===== src/verilog/ssv_pkg.sv =====
// Purpose: shared constants of the security supervisor
// Assumes: 20 MHz core clock, 16-bit register port
// Notes:   offsets are word indices on the plain register port
package ssv_pkg;
  // register offsets
  localparam logic [3:0] OFF_DET_STAT  = 4'h0; // latched detector events
  localparam logic [3:0] OFF_REACT     = 4'h1; // per-detector reaction
  localparam logic [3:0] OFF_VIOL_STAT = 4'h2; // access violation flags
  localparam logic [3:0] OFF_MPU_BASE  = 4'h4; // partition attrs 4..7
  localparam logic [3:0] OFF_MODE      = 4'h8; // test/normal mode
  localparam logic [3:0] OFF_SCR_KEY   = 4'h9; // static scramble key
  localparam logic [3:0] OFF_TRACE     = 4'hA; // traceability word
  // reset values
  localparam logic [6:0]  REACT_RST    = 7'h4F; // env, light and glitch reset
  localparam logic [3:0]  MPU_RST      = 4'h0;  // no user access
  localparam logic [15:0] SCR_KEY_RST  = 16'hA5C3;
  // detector bit positions
  localparam int DET_FREQ   = 0;
  localparam int DET_VOLT   = 1;
  localparam int DET_TEMP   = 2;
  localparam int DET_LIGHT  = 3;
  localparam int DET_INSUL  = 4;
  localparam int DET_SHIELD = 5;
  localparam int DET_GLITCH = 6;
  // violation bit positions
  localparam int VIO_INVAL  = 0;
  localparam int VIO_EXEC   = 1;
  localparam int VIO_PROHIB = 2;
  localparam int VIO_PRIV   = 3;
  // mpu attribute bit positions
  localparam int ATTR_UR = 0;
  localparam int ATTR_UW = 1;
  localparam int ATTR_UX = 2;
  // filter timing
  localparam int CLK_HZ          = 20000000;
  localparam int RST_FILT_NS     = 200;
  localparam int RST_FILT_CYC    = (RST_FILT_NS * (CLK_HZ / 1000000)
                                    + 999) / 1000;
  localparam int CLK_MIN_PER_CYC = 2; // pad clock edges closer are dropped
  // test password, arbitrary value
  localparam logic [15:0] TEST_PWD = 16'h5A17;
  typedef enum logic [1:0] {SSV_TLOCKED, SSV_TAUTH, SSV_TOPEN} ssv_test_e;
endpackage


===== src/verilog/ssv_filter.sv =====
// Purpose: consecutive-count hold filter for one pad signal
// Assumes: pad already synchronous to clk
// Notes:   output changes only after input is stable N cycles
`timescale 1ns/10ps
`default_nettype none
module ssv_filter #(
  parameter int N = 4
) (
  input  wire logic clk,  // core clock
  input  wire logic rst,  // async reset
  input  wire logic d,    // raw pad level
  output logic      q     // filtered level
);
  logic [7:0] cnt_reg; // stability counter
  // count cycles of disagreement; glitches shorter than N are dropped
  always_ff @(posedge clk or posedge rst)
  begin
    if (rst)
    begin
      cnt_reg <= 8'h00;
      q       <= 1'b0;
    end
    else if (d == q)
      cnt_reg <= 8'h00;
    else if (cnt_reg >= 8'(N - 1))
    begin
      q       <= d;
      cnt_reg <= 8'h00;
    end
    else
      cnt_reg <= cnt_reg + 8'h01;
  end
endmodule
`default_nettype wire


===== src/verilog/ssv_top.sv =====
// Purpose: security supervisor: detectors, filters, access guard, mode
// Assumes: one clock; register port read data one cycle after strobe
// Notes:   cipher internals are outside this block; the random source is a local lfsr
`timescale 1ns/10ps
`default_nettype none
module ssv_top #(
  parameter int AW = 16,  // cpu address width
  parameter int NP = 4    // memory partitions
) (
  input  wire logic          clk,        // core clock
  input  wire logic          rst,        // power-on reset
  input  wire logic [6:0]    det_evt,    // detector event levels
  input  wire logic          pad_clk,    // external clock pad
  input  wire logic          pad_rst,    // external reset pad
  input  wire logic [3:0]    reg_addr,   // register index
  input  wire logic [15:0]   reg_wdata,  // register write data
  input  wire logic          reg_wr,     // register write strobe
  input  wire logic          reg_rd,     // register read strobe
  input  wire logic          cpu_priv,   // cpu in privilege mode
  output logic      [15:0]   reg_rdata,  // register read data
  input  wire logic          bus_req,    // cpu bus access
  input  wire logic          bus_fetch,  // access is instruction fetch
  input  wire logic          bus_write,  // access is a write
  input  wire logic [AW-1:0] bus_addr,   // plain cpu address
  input  wire logic [15:0]   bus_wdata,  // plain cpu write data
  output logic      [AW-1:0] mem_addr,   // scrambled address
  output logic      [15:0]   mem_wdata,  // scrambled, masked data
  output logic               mem_en,     // access allowed to memory
  output logic               fiq,        // fast interrupt pulse
  output logic               chip_rst,   // chip reset request
  output logic               clk_pad_f,  // filtered pad clock
  output logic               rst_pad_f,  // filtered pad reset
  output logic               clk_slow,   // variable internal clock en
  output logic               cur_noise,  // random current enable
  output logic               wait_ins,   // random wait request
  input  wire logic          nv_locked,  // lock bit from nv storage
  output logic               nv_lock_wr, // burn the lock bit
  input  wire logic          tst_valid,  // tester word valid
  input  wire logic [15:0]   tst_data,   // tester word
  output logic               test_mode   // test functions available
);
  ////////////////////////////////////////////////////////////////////////
  // registers
  logic [6:0]    det_stat_reg;          // latched detector events
  logic [6:0]    react_reg;             // 1 = reset, 0 = flag; bits 0-2 and 6 always reset
  logic [3:0]    viol_reg;              // access violation flags
  logic [3:0]    mpu_reg [NP];          // partition user attributes
  logic [15:0]   key_reg;               // static scramble key
  logic [15:0]   trace_reg;             // traceability word
  logic [15:0]   lfsr_reg;              // dynamic mask source
  logic          locked_reg;            // device in normal mode
  logic          lock_smp_reg;          // lock sampled after reset
  ssv_pkg::ssv_test_e tst_reg;          // test access state
  logic [1:0]    cper_reg;              // pad clock edge spacing
  logic          pclk_d_reg;            // previous rate-checked pad clock
  logic          wr_ok;                 // privileged register write
  logic          rd_ok;                 // privileged register read
  logic [6:0]    rst_evt;               // events that reset chip
  logic [1:0]    part;                  // partition of address
  logic [3:0]    attr;                  // its attributes
  logic          inval;                 // address beyond map
  logic          exec_bad;              // fetch not allowed
  logic          prohib;                // data access not allowed
  logic          clk_f_raw;             // pad clock after rate check
  logic [15:0]   wd_rev;                // bit-reversed write data

  // security registers only for privilege mode
  assign wr_ok = reg_wr && cpu_priv;
  assign rd_ok = reg_rd && cpu_priv;

  ////////////////////////////////////////////////////////////////////////
  // detectors: the detector path has no enable, only the reaction moves
  assign rst_evt = det_evt & (react_reg
                 | (7'h01 << ssv_pkg::DET_FREQ)
                 | (7'h01 << ssv_pkg::DET_VOLT)
                 | (7'h01 << ssv_pkg::DET_TEMP)
                 | (7'h01 << ssv_pkg::DET_GLITCH));

  // sticky event latch; a new event beats a same-cycle clear
  always_ff @(posedge clk or posedge rst)
  begin
    if (rst)
      det_stat_reg <= 7'h00;
    else if (wr_ok && reg_addr == ssv_pkg::OFF_DET_STAT)
      det_stat_reg <= (det_stat_reg & ~reg_wdata[6:0])
                      | det_evt;
    else
      det_stat_reg <= det_stat_reg | det_evt;
  end

  // reset reaction goes straight to the reset output next edge
  always_ff @(posedge clk or posedge rst)
  begin
    if (rst)
      chip_rst <= 1'b0;
    else
      chip_rst <= |rst_evt || rst_pad_f;
  end

  // reaction selection, one bit per detector
  always_ff @(posedge clk or posedge rst)
  begin
    if (rst)
      react_reg <= ssv_pkg::REACT_RST;
    else if (wr_ok && reg_addr == ssv_pkg::OFF_REACT)
      react_reg <= reg_wdata[6:0];
  end

  ////////////////////////////////////////////////////////////////////////
  // pad filters: reset by stability, clock by minimum edge spacing
  ssv_filter #(.N(ssv_pkg::RST_FILT_CYC)) u_rst_filt (
    .clk (clk),
    .rst (rst),
    .d   (pad_rst),
    .q   (rst_pad_f)
  );

  // pad clock edges arriving too soon are suppressed (too fast)
  always_ff @(posedge clk or posedge rst)
  begin
    if (rst)
    begin
      cper_reg   <= 2'h0;
      pclk_d_reg <= 1'b0;
    end
    else
    begin
      pclk_d_reg <= clk_f_raw;
      if (clk_f_raw != pclk_d_reg)
        cper_reg <= 2'h0;
      else if (cper_reg != 2'h3)
        cper_reg <= cper_reg + 2'h1;
    end
  end
  assign clk_f_raw = (cper_reg >= 2'(ssv_pkg::CLK_MIN_PER_CYC - 1))
                     ? pad_clk : pclk_d_reg;

  always_ff @(posedge clk or posedge rst)
  begin
    if (rst)
      clk_pad_f <= 1'b0;
    else
      clk_pad_f <= clk_f_raw;
  end

  ////////////////////////////////////////////////////////////////////////
  // memory protection: top address bits pick the partition
  assign part     = bus_addr[AW-1 -: 2];
  assign attr     = mpu_reg[part];
  assign inval    = bus_addr[AW-1 -: 2] == 2'h3 && bus_addr[AW-3];
  assign exec_bad = bus_fetch && !cpu_priv
                    && !attr[ssv_pkg::ATTR_UX];
  assign prohib   = !bus_fetch && !cpu_priv &&
                    !(bus_write ? attr[ssv_pkg::ATTR_UW]
                                : attr[ssv_pkg::ATTR_UR]);

  // partition attributes, privileged writes only
  always_ff @(posedge clk or posedge rst)
  begin
    if (rst)
    begin
      for (int i = 0; i < NP; i++)
        mpu_reg[i] <= ssv_pkg::MPU_RST;
    end
    else if (wr_ok && reg_addr[3:2] == ssv_pkg::OFF_MPU_BASE[3:2])
      mpu_reg[reg_addr[1:0]] <= reg_wdata[3:0];
  end

  // violation flags, sticky, set wins over clear
  always_ff @(posedge clk or posedge rst)
  begin
    if (rst)
      viol_reg <= 4'h0;
    else
    begin
      logic [3:0] v;
      v = '0;
      v[ssv_pkg::VIO_INVAL]  = bus_req && inval;
      v[ssv_pkg::VIO_EXEC]   = bus_req && exec_bad;
      v[ssv_pkg::VIO_PROHIB] = bus_req && prohib;
      v[ssv_pkg::VIO_PRIV]   = (reg_wr || reg_rd) && !cpu_priv;
      if (wr_ok && reg_addr == ssv_pkg::OFF_VIOL_STAT)
        viol_reg <= (viol_reg & ~reg_wdata[3:0]) | v;
      else
        viol_reg <= viol_reg | v;
    end
  end

  // fast interrupt on invalid address, bad fetch or tamper flag
  always_ff @(posedge clk or posedge rst)
  begin
    if (rst)
      fiq <= 1'b0;
    else
      fiq <= (bus_req && (inval || exec_bad))
             || |(det_evt & ~rst_evt);
  end

  ////////////////////////////////////////////////////////////////////////
  // scrambling: fixed key xor on address and data; data also bit reversed and given a moving mask
  always_ff @(posedge clk or posedge rst)
  begin
    if (rst)
      lfsr_reg <= 16'hACE1;
    else
      lfsr_reg <= {lfsr_reg[14:0],
                   lfsr_reg[15] ^ lfsr_reg[13] ^ lfsr_reg[12]
                   ^ lfsr_reg[10]};
  end

  assign wd_rev = {<<{bus_wdata}};

  // trapped accesses never reach memory
  always_ff @(posedge clk or posedge rst)
  begin
    if (rst)
    begin
      mem_en    <= 1'b0;
      mem_addr  <= '0;
      mem_wdata <= 16'h0000;
    end
    else
    begin
      mem_en    <= bus_req && !inval && !exec_bad
                   && !prohib;
      mem_addr  <= bus_addr ^ key_reg[AW-1:0];
      mem_wdata <= wd_rev ^ key_reg
                   ^ lfsr_reg;
    end
  end

  // desynchronisation enables from the same random source
  always_ff @(posedge clk or posedge rst)
  begin
    if (rst)
    begin
      clk_slow  <= 1'b0;
      cur_noise <= 1'b0;
      wait_ins  <= 1'b0;
    end
    else
    begin
      clk_slow  <= lfsr_reg[0];
      cur_noise <= lfsr_reg[5];
      wait_ins  <= lfsr_reg[9] & lfsr_reg[3];
    end
  end

  ////////////////////////////////////////////////////////////////////////
  // test mode: lock sampled once after reset release, never cleared
  always_ff @(posedge clk or posedge rst)
  begin
    if (rst)
    begin
      lock_smp_reg <= 1'b0;
      locked_reg   <= 1'b1;                     // safe until sampled
    end
    else if (!lock_smp_reg)
    begin
      lock_smp_reg <= 1'b1;
      locked_reg   <= nv_locked;
    end
    else if (tst_reg == ssv_pkg::SSV_TOPEN && wr_ok
             && reg_addr == ssv_pkg::OFF_MODE && reg_wdata[0])
      locked_reg <= 1'b1;
  end

  // test access fsm; commands only decoded once lock is known
  always_ff @(posedge clk or posedge rst)
  begin
    if (rst)
      tst_reg <= ssv_pkg::SSV_TLOCKED;
    else if (!lock_smp_reg || locked_reg)
      tst_reg <= ssv_pkg::SSV_TLOCKED;
    else
      case (tst_reg)
        ssv_pkg::SSV_TLOCKED: if (tst_valid) tst_reg <= ssv_pkg::SSV_TAUTH;
        ssv_pkg::SSV_TAUTH:   if (tst_valid)
                       tst_reg <= (tst_data == ssv_pkg::TEST_PWD)
                         ? ssv_pkg::SSV_TOPEN
                         : ssv_pkg::SSV_TLOCKED;
        ssv_pkg::SSV_TOPEN:   tst_reg <= ssv_pkg::SSV_TOPEN;
        default:              tst_reg <= ssv_pkg::SSV_TLOCKED;
      endcase
  end

  // nv lock burn and visible test mode
  always_ff @(posedge clk or posedge rst)
  begin
    if (rst)
    begin
      test_mode  <= 1'b0;
      nv_lock_wr <= 1'b0;
    end
    else
    begin
      test_mode  <= tst_reg == ssv_pkg::SSV_TOPEN && !locked_reg;
      // only the first burn request pulses, even for back-to-back writes
      nv_lock_wr <= tst_reg == ssv_pkg::SSV_TOPEN && !locked_reg && wr_ok
                    && reg_addr == ssv_pkg::OFF_MODE
                    && reg_wdata[0];
    end
  end

  // scramble key and traceability word
  always_ff @(posedge clk or posedge rst)
  begin
    if (rst)
    begin
      key_reg   <= ssv_pkg::SCR_KEY_RST;
      trace_reg <= 16'h0000;
    end
    else
    begin
      if (wr_ok && test_mode && reg_addr == ssv_pkg::OFF_SCR_KEY)
        key_reg <= reg_wdata;
      if (wr_ok && test_mode && reg_addr == ssv_pkg::OFF_TRACE)
        trace_reg <= reg_wdata;
    end
  end

  ////////////////////////////////////////////////////////////////////////
  // read port; refused or unmapped reads return zero
  always_ff @(posedge clk or posedge rst)
  begin
    if (rst)
      reg_rdata <= 16'h0000;
    else if (!rd_ok)
      reg_rdata <= 16'h0000;
    else
      case (reg_addr)
        ssv_pkg::OFF_DET_STAT:  reg_rdata <= {9'h000, det_stat_reg};
        ssv_pkg::OFF_REACT:     reg_rdata <= {9'h000, react_reg};
        ssv_pkg::OFF_VIOL_STAT: reg_rdata <= {12'h000, viol_reg};
        4'h4, 4'h5, 4'h6, 4'h7:
          reg_rdata <= {12'h000, mpu_reg[reg_addr[1:0]]};
        ssv_pkg::OFF_MODE:
          reg_rdata <= {14'h0000, test_mode, locked_reg};
        ssv_pkg::OFF_TRACE:     reg_rdata <= trace_reg;
        default:                reg_rdata <= 16'h0000;
      endcase
  end
endmodule
`default_nettype wire

===== config.mk =====
export PLATFORM = sky130hd
export DESIGN_NAME = ssv_top
export DESIGN_NICKNAME = d
export VERILOG_FILES = /design/src/verilog/ssv_pkg.sv /design/src/verilog/ssv_filter.sv /design/src/verilog/ssv_top.sv
export SDC_FILE = /design/constraint.sdc
export NUM_CORES = 1
export LEC_CHECK = 0
export BUFFER_PORTS_ARGS = -buffer_cell sky130_fd_sc_hd__buf_2
export CAP_MARGIN = 0
export CORE_MARGIN = 2
export CORE_UTILIZATION = 53
export CTS_CLUSTER_DIAMETER = 40
export DETAILED_ROUTE_END_ITERATION = 7
export GPL_TIMING_DRIVEN = 0
export PLACE_DENSITY_LB_ADDON = 0.3
export SLEW_MARGIN = 20
export SYNTH_ARGS = -nofsm -noshare
export SYNTH_HDL_FRONTEND = slang
export SYNTH_SLANG_ARGS = --single-unit

===== constraint.sdc =====
create_clock -name clk -period 13.8 [get_ports clk]
set_input_delay 3.45 -clock clk [delete_from_list [all_inputs] [get_ports clk]]
set_output_delay 3.45 -clock clk [all_outputs]
set_load 0.05 [all_outputs]

==> results of run 1 <==
[report_power, final]
| part | switching (uW) | internal, uW |
|---|---|---|
| registers | 16.8 | 478 |
| logic | 78.6 | 54.4 |
| clock network | 177 | 263 |
| total | 272 | 795 |
[how the worst min path moves through the flow]
stage           startpoint          end  slack (ns)  cells past startpoint
2_1_floorplan  lfsr_reg[6]  lfsr_reg[7]        0.36                      0
5_1_grt        lfsr_reg[6]  lfsr_reg[7]        0.38                      0
4_1_cts        lfsr_reg[6]  lfsr_reg[7]        0.37                      0
6_report       lfsr_reg[6]  lfsr_reg[7]        0.37                      0
3_5_place_dp   lfsr_reg[6]  lfsr_reg[7]        0.36                      0
3_3_place_gp   lfsr_reg[6]  lfsr_reg[7]        0.37                      0
[final cells by class]
class / count / area, sq um / area share
Tap cell: 143 / 179 / 0.0231
Inverter: 8 / 37.5 / 0.00484
Timing Repair Buffer: 137 / 708 / 0.0913
Clock buffer: 22 / 474 / 0.0612
Sequential cell: 153 / 3860 / 0.497
Multi-Input combinational cell: 278 / 2300 / 0.297
Clock inverter: 10 / 93.8 / 0.0121
Antenna cell: 1 / 2.50 / 0.000323
Buffer: 17 / 103 / 0.0132
[critical path: stages]
cell and delay, ns:
sky130_fd_sc_hd__buf_2 0.12, sky130_fd_sc_hd__nand2b_2 0.21, sky130_fd_sc_hd__nor2_4 0.19, sky130_fd_sc_hd__and2_1 0.17, sky130_fd_sc_hd__buf_4 0.18, sky130_fd_sc_hd__buf_6 0.18, sky130_fd_sc_hd__mux2_2 0.35
[placed cells by master, fill, tap and decap left out, drive strengths merged, types with 2 or more instances in the layout]
master | netlist | layout
nand4 | 2 | 2
nand2b | 3 | 3
conb | 2 | 7
and2b | 2 | 2
nand4b | 3 | 3
ha | 3 | 3
nor3 | 6 | 6
dfrtp | 131 | 131
a31oi | 4 | 4
xor2 | 19 | 19
nand2 | 17 | 17
a21o | 8 | 8
o32a | 3 | 3
xnor2 | 36 | 36
a32oi | 2 | 2
clkinv | 0 | 4
and3 | 3 | 3
nor2 | 20 | 20
a22o | 2 | 2
nand3 | 9 | 9
a22oi | 11 | 11
dfstp | 22 | 22
a21oi | 4 | 4
and2 | 13 | 13
o21ai | 4 | 4
nor4 | 2 | 2
inv | 8 | 10
nor2b | 7 | 7
clkbuf | 6 | 28
buf | 11 | 148
mux2 | 67 | 67
mux2i | 8 | 8
clkinvlp | 0 | 3
[logic make-up (layout without fill, tap and decap cells)]
kind of cell               after synthesis  count (layout)  share of synthesized area
and+or+nand+nor                         94              94                     0.0904
xor gates and xnor gates                55              55                     0.0768
muxes                                   76              76                      0.139
DFF                                    153             153                      0.615
AOI/OAI and AO/OA                       43              43                     0.0503
other                                    2               8                    0.00120
adders and majority gates                3               3                    0.00599
buffers and inverters                   25             194                     0.0212
[layer usage]
layer | vias up | GRT usage | share of wire
met4 | 0 | 0.0878 | 0.020
met2 | 129 | 0.355 | 0.50
met1 | 1982 | 0.278 | 0.42
li1 | 1882 | - | -
met3 | 22 | 0.0573 | 0.055
met5 | - | 0 | 0
[through the flow]
stage | std cells | util | worst slack (ns) | total power, uW | hold slack (ns)
after floorplan | 456 | - | 6.26 | 593 | 0.361
after global placement | 735 | 0.623 | 4.87 | 628 | 0.366
after detailed placement | 736 | 0.626 | 8.82 | 636 | 0.364
after CTS | 768 | 0.676 | 9.23 | 1070 | 0.373
after global routing | 769 | 0.676 | 9.17 | 1110 | 0.378
final | 769 | 0.676 | 9.25 | 1070 | 0.371
==> impl_table.tex, run 1 <==
\begin{tabular}{lr}
\hline
Metric & Value \\
\hline
\multicolumn{2}{l}{\textbf{Outcome}} \\
\quad Outcome & completed \\
\multicolumn{2}{l}{\textbf{STA}} \\
\quad Number of hold violations in the final report & 0 \\
\quad Maximum clock rate & approximately 220 MHz \\
\quad Final setup violating endpoints & 0 \\
\quad Count of final max-slew check failures & 0 \\
\quad Slew at the pin closest to its max-slew limit & around 0.55 ns \\
\quad Max-Slew Margin vs Limit & 0.635 \\
\quad Period minus WS final & about 4.6 ns \\
\quad Setup\_tns & 0 ns \\
\quad Setup repair after global routing missed its margin & no \\
\quad Post-route clock period utilization & 0.330 \\
\quad Post-route clock skew & 0.00703 ns \\
\multicolumn{2}{l}{\textbf{Setup path}} \\
\quad Worst R2R Path Depth & 3 \\
\quad Data required time at the worst endpoint & between 10 and 15 ns \\
\quad Data arrival time of the critical path & about 4.9 ns \\
\quad Startpoint class of the critical path & input pin \\
\quad Source of the critical timing path & reg\_addr[0] \\
\quad CP Capture Type & flop \\
\quad End point of the critical path & trace\_reg[0] \\
\quad Crit path max fanout & 10 \\
\quad Critical Setup Path Class & in -> reg \\
\quad Crit Reg-Reg Startpoint & u\_rst\_filt.cnt\_reg[3] \\
\quad Internal reg-to-reg setup slack & $\sim$12 ns \\
\quad RR Endpoint & u\_rst\_filt.q \\
\multicolumn{2}{l}{\textbf{Clock network}} \\
\quad CTS tree & built \\
\quad CTS Buf Count & 17 \\
\quad Number of H-tree branching levels & 4 \\
\quad Hold buffer count at CTS & 0 \\
\quad Clock-pin slew on the worst setup and hold paths & approximately 0.060 ns \\
\quad Clock latency at the later pin of the worst-skew pair & 0.41 ns \\
\quad Maximum buffer depth of the clock tree & 2 \\
\quad Library cell used as clock root buffer & sky130\_fd\_sc\_hd\_\_clkbuf\_16 \\
\quad Number of sinks handled by clock tree synthesis & about 150 \\
\quad Post-CTS Repair Setup Buffers & 0 \\
\quad Count of instances resized after the clock tree is built & 0 \\
\multicolumn{2}{l}{\textbf{Synth}} \\
\quad Post-synthesis sequential area ratio & 0.615 \\
\quad Unique cell type count in the Yosys netlist & 56 \\
\quad Top cell type by total area after synthesis & sky130\_fd\_sc\_hd\_\_dfrtp\_1 \\
\quad Fraction of registers with async set/reset & 1.00 \\
\quad Total standard cell area after synthesis & 6270 sq um \\
\quad Most used flip-flop cell after synthesis & sky130\_fd\_sc\_hd\_\_dfrtp\_1 \\
\quad Most used standard cell by instance count after synthesis & sky130\_fd\_sc\_hd\_\_dfrtp\_1 \\
\quad Seq cells post-synth & about 150 \\
\quad Top cells by area, synth & sky130\_fd\_sc\_hd\_\_dfrtp\_1 52\%, sky130\_fd\_sc\_hd\_\_mux2\_2 11\%, sky130\_fd\_sc\_hd\_\_dfstp\_2 9.2\% \\
\quad Fraction of synthesized cell area taken by the top area cell type & 0.523 \\
\quad Most instantiated cells after synthesis & 131 x sky130\_fd\_sc\_hd\_\_dfrtp\_1, 63 x sky130\_fd\_sc\_hd\_\_mux2\_2, 36 x sky130\_fd\_sc\_hd\_\_xnor2\_1, 22 x sky130\_fd\_sc\_hd\_\_dfstp\_2 \\
\quad Number of flops mapped to enable cells by yosys & 0 \\
\quad Warnings, synthesis & 0 \\
\quad Mapped Cells & between 400 and 500 \\
\quad Syn Area/Cell & 13.9 sq um \\
\multicolumn{2}{l}{\textbf{Run}} \\
\quad Max-cap violations & 0 \\
\multicolumn{2}{l}{\textbf{Global routing}} \\
\quad GR Util All Layers & 0.217 \\
\quad Total grt overflow & 0 \\
\quad Maximum number of pins on one net before global-route repair & just over 80 \\
\quad Wire length of the first global-routing pass & approximately 21000 microns \\
\quad Via count of the first global-routing pass & 4154 \\
\quad Initial antenna violation count & 1 \\
\multicolumn{2}{l}{\textbf{Placed design}} \\
\quad Gpl congestion & $\sim$0.85 \\
\quad Cell area reported after detailed placement & 7180 sq um \\
\quad HPWL after detailed placement & between 9000 and 10000 microns \\
\quad Number of buffer cells added on primary ports & 136 \\
\multicolumn{2}{l}{\textbf{Detailed routing}} \\
\quad Vias/cell & 5.22 \\
\quad Number of nets still failing antenna checks after routing & 0 \\
\quad Final routed wirelength across all metal layers & roughly 13000 microns \\
\quad Drt first-iter violations & 204 \\
\quad Detailed-route via count & around 4000 \\
\quad Number of search-and-repair iterations in the first detailed-routing pass & 4 \\
\quad Number of design rule violations left after detail routing & 0 \\
\quad Wire per inst & approximately 17 microns \\
\multicolumn{2}{l}{\textbf{Power}} \\
\quad P per Cell Area & approximately 140 nW/um\^{}2 \\
\quad Static power due to leakage & around 0.0037 uW \\
\quad Peak supply drop & 138 uV \\
\multicolumn{2}{l}{\textbf{Floorplanning}} \\
\quad Core area & 11500 sq um \\
\quad Vertical die dimension & roughly 110 microns \\
\quad Die Footprint & 12700 sq um \\
\quad Starting density of the core & 0.547 \\
\quad Cell row count & 39 \\
\quad Die boundary width & about 110 microns \\
\quad Number of top-level pins & $\sim$150 \\
\multicolumn{2}{l}{\textbf{Layout}} \\
\quad Proportion of layout cells with a drive suffix above 1 & 0.448 \\
\quad Synthesis-to-finish area growth & 23.7\% \\
\quad Fillers & a little under 900 \\
\quad Number of nets at the end of the flow & around 700 \\
\quad Non-Filler Cell Area, Final & 7750 sq um \\
\multicolumn{2}{l}{\textbf{Hold path}} \\
\quad Hold Crit Class & reg -> reg \\
\hline
\end{tabular}
(Power assumes the default switching activity.)
==> inputs of run 2 (changes only) <==
--- a/config.mk
+++ b/config.mk
@@ -5,10 +5,11 @@
 export SDC_FILE = /design/constraint.sdc
 export NUM_CORES = 1
 export LEC_CHECK = 0
+export ABC_AREA = 1
 export BUFFER_PORTS_ARGS = -buffer_cell sky130_fd_sc_hd__buf_2
 export CAP_MARGIN = 0
 export CORE_MARGIN = 2
-export CORE_UTILIZATION = 53
+export CORE_UTILIZATION = 49
 export CTS_CLUSTER_DIAMETER = 40
 export DETAILED_ROUTE_END_ITERATION = 7
 export GPL_TIMING_DRIVEN = 0
==> constraint.sdc (replaced) <==
create_clock -name clk -period 3.7 [get_ports clk]
set_input_delay 0.925 -clock clk [delete_from_list [all_inputs] [get_ports clk]]
set_output_delay 0.925 -clock clk [all_outputs]
set_load 0.05 [all_outputs]
==> impl_table.tex, run 2 <==
\begin{tabular}{lr}
\hline
Metric & Value \\
\hline
\multicolumn{2}{l}{\textbf{Clock network}} \\
\quad Post-CTS Repair Setup Buffers & 0 (unchanged) \\
\quad Maximum buffer depth of the clock tree & 2 (unchanged) \\
\quad Clock-pin slew on the worst setup and hold paths & 0.06 ns (about the same) \\
\quad Number of sinks handled by clock tree synthesis & 153 (unchanged) \\
\quad CTS Buf Count & 17 (unchanged) \\
\quad Number of H-tree branching levels & 4 (unchanged) \\
\quad Clock latency at the later pin of the worst-skew pair & 0.42 ns (was 0.41 ns) \\
\quad Hold buffer count at CTS & 0 (unchanged) \\
\quad Count of instances resized after the clock tree is built & 0 (unchanged) \\
\quad Library cell used as clock root buffer & sky130\_fd\_sc\_hd\_\_clkbuf\_16 (unchanged) \\
\quad CTS tree & built (unchanged) \\
\multicolumn{2}{l}{\textbf{Setup path}} \\
\quad CP max-delay cell & sky130\_fd\_sc\_hd\_\_dfrtp\_1 (was sky130\_fd\_sc\_hd\_\_mux2\_2) \\
\quad Crit path max fanout & 3 (was 10) \\
\quad Critical Setup Path Class & reg -> out (was in -> reg) \\
\quad Family with the most delay on the worst path & flip-flops (was simple AND/OR/NAND/NOR gates) \\
\quad RR Endpoint & u\_rst\_filt.cnt\_reg[1] (was u\_rst\_filt.q) \\
\quad Crit path largest cell delay & 0.38 ns (was 0.35 ns) \\
\quad Cell breakdown of the critical path & buf\_2 (was buf\_2 -> nand2b\_2 -> nor2\_4 -> and2\_1 -> buf\_4 -> buf\_6 -> mux2\_2) \\
\quad CP Capture Type & output pin (was flop) \\
\quad Data arrival time of the critical path & 1.09 ns (was 4.85 ns) \\
\quad Data required time at the worst endpoint & 2.77 ns (was 14.09 ns) \\
\quad Startpoint class of the critical path & flop (was input pin) \\
\quad Internal reg-to-reg setup slack & 2.33 ns (was 12.13 ns) \\
\quad Worst R2R Path Depth & 4 (was 3) \\
\quad Crit Reg-Reg Startpoint & u\_rst\_filt.cnt\_reg[0] (was u\_rst\_filt.cnt\_reg[3]) \\
\quad Worst Path Buf+Inv & 1 (was 3) \\
\multicolumn{2}{l}{\textbf{Layout}} \\
\quad Top library cells by usage in the layout, fill and taps aside & 151 x sky130\_fd\_sc\_hd\_\_nand2\_1, 145 x sky130\_fd\_sc\_hd\_\_buf\_2, 131 x sky130\_fd\_sc\_hd\_\_dfrtp\_1 (was 142 x sky130\_fd\_sc\_hd\_\_buf\_2, 131 x sky130\_fd\_sc\_hd\_\_dfrtp\_1, 63 x sky130\_fd\_sc\_hd\_\_mux2\_2) \\
\quad Most frequent standard cell in the layout excluding fill and tap cells & sky130\_fd\_sc\_hd\_\_nand2\_1 (was sky130\_fd\_sc\_hd\_\_buf\_2) \\
\quad Final instance count without filler cells & 980 (was 769) \\
\quad Fillers & 1032 (was 879) \\
\quad Non-Filler Cell Area, Final & 8040 sq um (was 7750 sq um) \\
\quad Proportion of layout cells with a drive suffix above 1 & 0.335 (was 0.448) \\
\quad Number of nets at the end of the flow & 885 (was 702) \\
\quad Synthesis-to-finish area growth & 26.0\% (was 23.7\%) \\
\quad Antenna diodes & 0 (was 1) \\
\multicolumn{2}{l}{\textbf{Synth}} \\
\quad Top cells by area, synth & sky130\_fd\_sc\_hd\_\_dfrtp\_1 51\%, sky130\_fd\_sc\_hd\_\_dfstp\_2 9.1\%, sky130\_fd\_sc\_hd\_\_nand2\_1 8.9\% (was sky130\_fd\_sc\_hd\_\_dfrtp\_1 52\%, sky130\_fd\_sc\_hd\_\_mux2\_2 11\%, sky130\_fd\_sc\_hd\_\_dfstp\_2 9.2\%) \\
\quad Top cell type by total area after synthesis & sky130\_fd\_sc\_hd\_\_dfrtp\_1 (unchanged) \\
\quad Most instantiated cells after synthesis & 151 x sky130\_fd\_sc\_hd\_\_nand2\_1, 131 x sky130\_fd\_sc\_hd\_\_dfrtp\_1, 65 x sky130\_fd\_sc\_hd\_\_inv\_1, 35 x sky130\_fd\_sc\_hd\_\_nor2\_1, 34 x sky130\_fd\_sc\_hd\_\_xnor2\_1 (was 131 x sky130\_fd\_sc\_hd\_\_dfrtp\_1, 63 x sky130\_fd\_sc\_hd\_\_mux2\_2, 36 x sky130\_fd\_sc\_hd\_\_xnor2\_1, 22 x sky130\_fd\_sc\_hd\_\_dfstp\_2) \\
\quad Mapped Cells & 623 (was 451) \\
\quad Seq cells post-synth & 153 (unchanged) \\
\quad Fraction of registers with async set/reset & 1.00 (unchanged) \\
\quad Number of flops mapped to enable cells by yosys & 0 (unchanged) \\
\quad Warnings, synthesis & 0 (unchanged) \\
\quad Largest family of logic cells by synthesized area & simple AND/OR/NAND/NOR gates (was multiplexers) \\
\quad Total standard cell area after synthesis & 6380 sq um (was 6270 sq um) \\
\quad Syn Area/Cell & 10.2 sq um (was 13.9 sq um) \\
\quad Most used standard cell by instance count after synthesis & sky130\_fd\_sc\_hd\_\_nand2\_1 (was sky130\_fd\_sc\_hd\_\_dfrtp\_1) \\
\quad Most used flip-flop cell after synthesis & sky130\_fd\_sc\_hd\_\_dfrtp\_1 (unchanged) \\
\quad Mux cell area share after synthesis & 0 (was 0.139) \\
\quad Post-Synth Adder-Cell Area & 0.00588 (was 0.00599) \\
\quad Compound-gate portion of the synthesized area & 0.0806 (was 0.0503) \\
\quad Simple-gate portion of the synthesized area & 0.180 (was 0.0904) \\
\quad Synth Area in XOR/XNOR & 0.0728 (was 0.0768) \\
\quad Unique cell type count in the Yosys netlist & 33 (was 56) \\
\quad Post-synthesis sequential area ratio & 0.605 (was 0.615) \\
\quad Fraction of synthesized cell area taken by the top area cell type & 0.514 (was 0.523) \\
\multicolumn{2}{l}{\textbf{Hold path}} \\
\quad Worst min-delay path endpoint & lfsr\_reg[7] (unchanged) \\
\quad Count of cells along the worst hold path & 0 (unchanged) \\
\quad Hold Crit Class & reg -> reg (unchanged) \\
\quad Critical hold path startpoint & lfsr\_reg[6] (unchanged) \\
\multicolumn{2}{l}{\textbf{Global routing}} \\
\quad Initial antenna violation count & 0 (was 1) \\
\quad Via count of the first global-routing pass & 4823 (was 4154) \\
\quad Maximum number of pins on one net before global-route repair & 38 (was 81) \\
\quad GR Util All Layers & 0.212 (was 0.217) \\
\quad Wire length of the first global-routing pass & 23000 microns (was 21000 microns) \\
\quad Total grt overflow & 0 (unchanged) \\
\multicolumn{2}{l}{\textbf{Placed design}} \\
\quad Gpl congestion & 0.832 (was 0.845) \\
\quad Cell area reported after detailed placement & 7450 sq um (was 7180 sq um) \\
\quad Number of instances in the placed design & 948 (was 736) \\
\quad HPWL after detailed placement & 10300 microns (was 9590 microns) \\
\quad Number of buffer cells added on primary ports & 143 (was 136) \\
\multicolumn{2}{l}{\textbf{STA}} \\
\quad Number of hold violations in the final report & 0 (unchanged) \\
\quad Post-route clock skew & 0.00485 ns (was 0.00703 ns) \\
\quad Count of final max-slew check failures & 0 (unchanged) \\
\quad Hold\_ws & 0.373 ns (was 0.371 ns) \\
\quad Period minus WS final & around 2.0 ns \\
\quad Final setup violating endpoints & 0 (unchanged) \\
\quad Max-Slew Margin vs Limit & 0.628 (was 0.635) \\
\quad Slew at the pin closest to its max-slew limit & 0.557 ns (was 0.548 ns) \\
\quad Setup\_tns & 0 ns (unchanged) \\
\quad Setup repair after global routing missed its margin & no (unchanged) \\
\quad Maximum clock rate & 497 MHz \\
\quad Post-route clock period utilization & 0.544 \\
\multicolumn{2}{l}{\textbf{Power}} \\
\quad Static power due to leakage & 0.00403 uW (was 0.00373 uW) \\
\quad Logic pwr share & 0.123 (was 0.125) \\
\quad P per Cell Area & 508 nW/um\^{}2 (was 138 nW/um\^{}2) \\
\quad Proportion of power drawn by flip-flops and latches & 0.453 (was 0.464) \\
\quad Net load switching power & 1040 uW (was 272 uW) \\
\quad Internal power summed over all cells & 3040 uW (was 795 uW) \\
\quad Peak supply drop & 332 uV (was 138 uV) \\
\quad Sw Ratio & 0.255 (about the same) \\
\quad Clock share of power & 0.425 (was 0.412) \\
\multicolumn{2}{l}{\textbf{Floorplanning}} \\
\quad Die Footprint & 13900 sq um (was 12700 sq um) \\
\quad Cell row count & 41 (was 39) \\
\quad Starting density of the core & 0.503 (was 0.547) \\
\quad Core area & 12700 sq um (was 11500 sq um) \\
\quad Die boundary width & 118 microns (was 113 microns) \\
\quad Vertical die dimension & 118 microns (was 113 microns) \\
\quad Number of top-level pins & 145 (unchanged) \\
\multicolumn{2}{l}{\textbf{Detailed routing}} \\
\quad Drt first-iter violations & 368 (was 204) \\
\quad Number of nets still failing antenna checks after routing & 0 (unchanged) \\
\quad Vias/cell & 4.85 (was 5.22) \\
\quad Wire per inst & 14.1 microns (was 17.2 microns) \\
\quad Number of design rule violations left after detail routing & 0 (unchanged) \\
\quad Detailed-route via count & 4752 (was 4015) \\
\quad Final routed wirelength across all metal layers & 13800 microns (was 13200 microns) \\
\quad Number of search-and-repair iterations in the first detailed-routing pass & 4 (unchanged) \\
\multicolumn{2}{l}{\textbf{Outcome}} \\
\quad Outcome & completed (unchanged) \\
\multicolumn{2}{l}{\textbf{Run}} \\
\quad Max-cap violations & 0 (unchanged) \\
\hline
\end{tabular}
[run 2: how the worst max path moves through the flow]
stage / startpoint / slack, ns / cells after the start / to
4_1_cts: clk_pad_f / 1.68 / 1 / clk_pad_f
2_1_floorplan: rst / 0.86 / 1 / chip_rst
6_report: test_mode / 1.69 / 1 / test_mode
3_5_place_dp: reg_addr[1] / 1.59 / 6 / reg_rdata[3]
3_3_place_gp: rst / 0.05 / 2 / mem_wdata[12]
5_1_grt: u_rst_filt.q / 1.63 / 1 / rst_pad_f
[run 2: cell type report]
cell class / instances / area [sq um] / area share
flip-flops and latches: 153 / 3860 / 0.480
multi-input cells: 396 / 2190 / 0.273
repair buffers: 148 / 831 / 0.103
clock buffers: 23 / 468 / 0.0582
inverters: 70 / 267 / 0.0331
well taps: 172 / 215 / 0.0268
clock inverters: 9 / 125 / 0.0156
plain buffers: 9 / 85.1 / 0.0106
[run 2: cell families after synthesis]
| kind of cell | Yosys count |
|---|---|
| adders and majority gates | 3 |
| other | 2 |
| AOI/OAI and AO/OA | 81 |
| buffers and inverters | 79 |
| DFF | 153 |
| and+or+nand+nor | 252 |
| xor gates and xnor gates | 53 |
[run 2: routing by layer]
metal  routed length (microns)  share of wire  vias to the layer above  track usage
met5                         0              0                        -            0
met4                       276          0.020                        0       0.0873
met3                       829          0.060                       19       0.0586
met2                      6890           0.50                      157        0.345
met1                      5820           0.42                     2287        0.268
li1                          -              -                     2289            -
[run 2: metrics by stage]
step           total power, uW  setup slack [ns]   util
3_3_place_gp              2340            0.0501  0.579
3_5_place_dp              2380              1.59  0.588
4_1_cts                   4120              1.68  0.635
6_report                  4080              1.69  0.635
5_1_grt                   4260              1.63  0.635
2_1_floorplan             2200             0.862      -
[run 2: power groups by stage]
stage	Sequential (uW)	Clock, uW	Combinational (uW)
final	1850	1730	501
after global routing	1860	1850	559
after CTS	1850	1760	505
after detailed placement	1870	0	503
after global placement	1870	0	467
after floorplan	1970	0	233
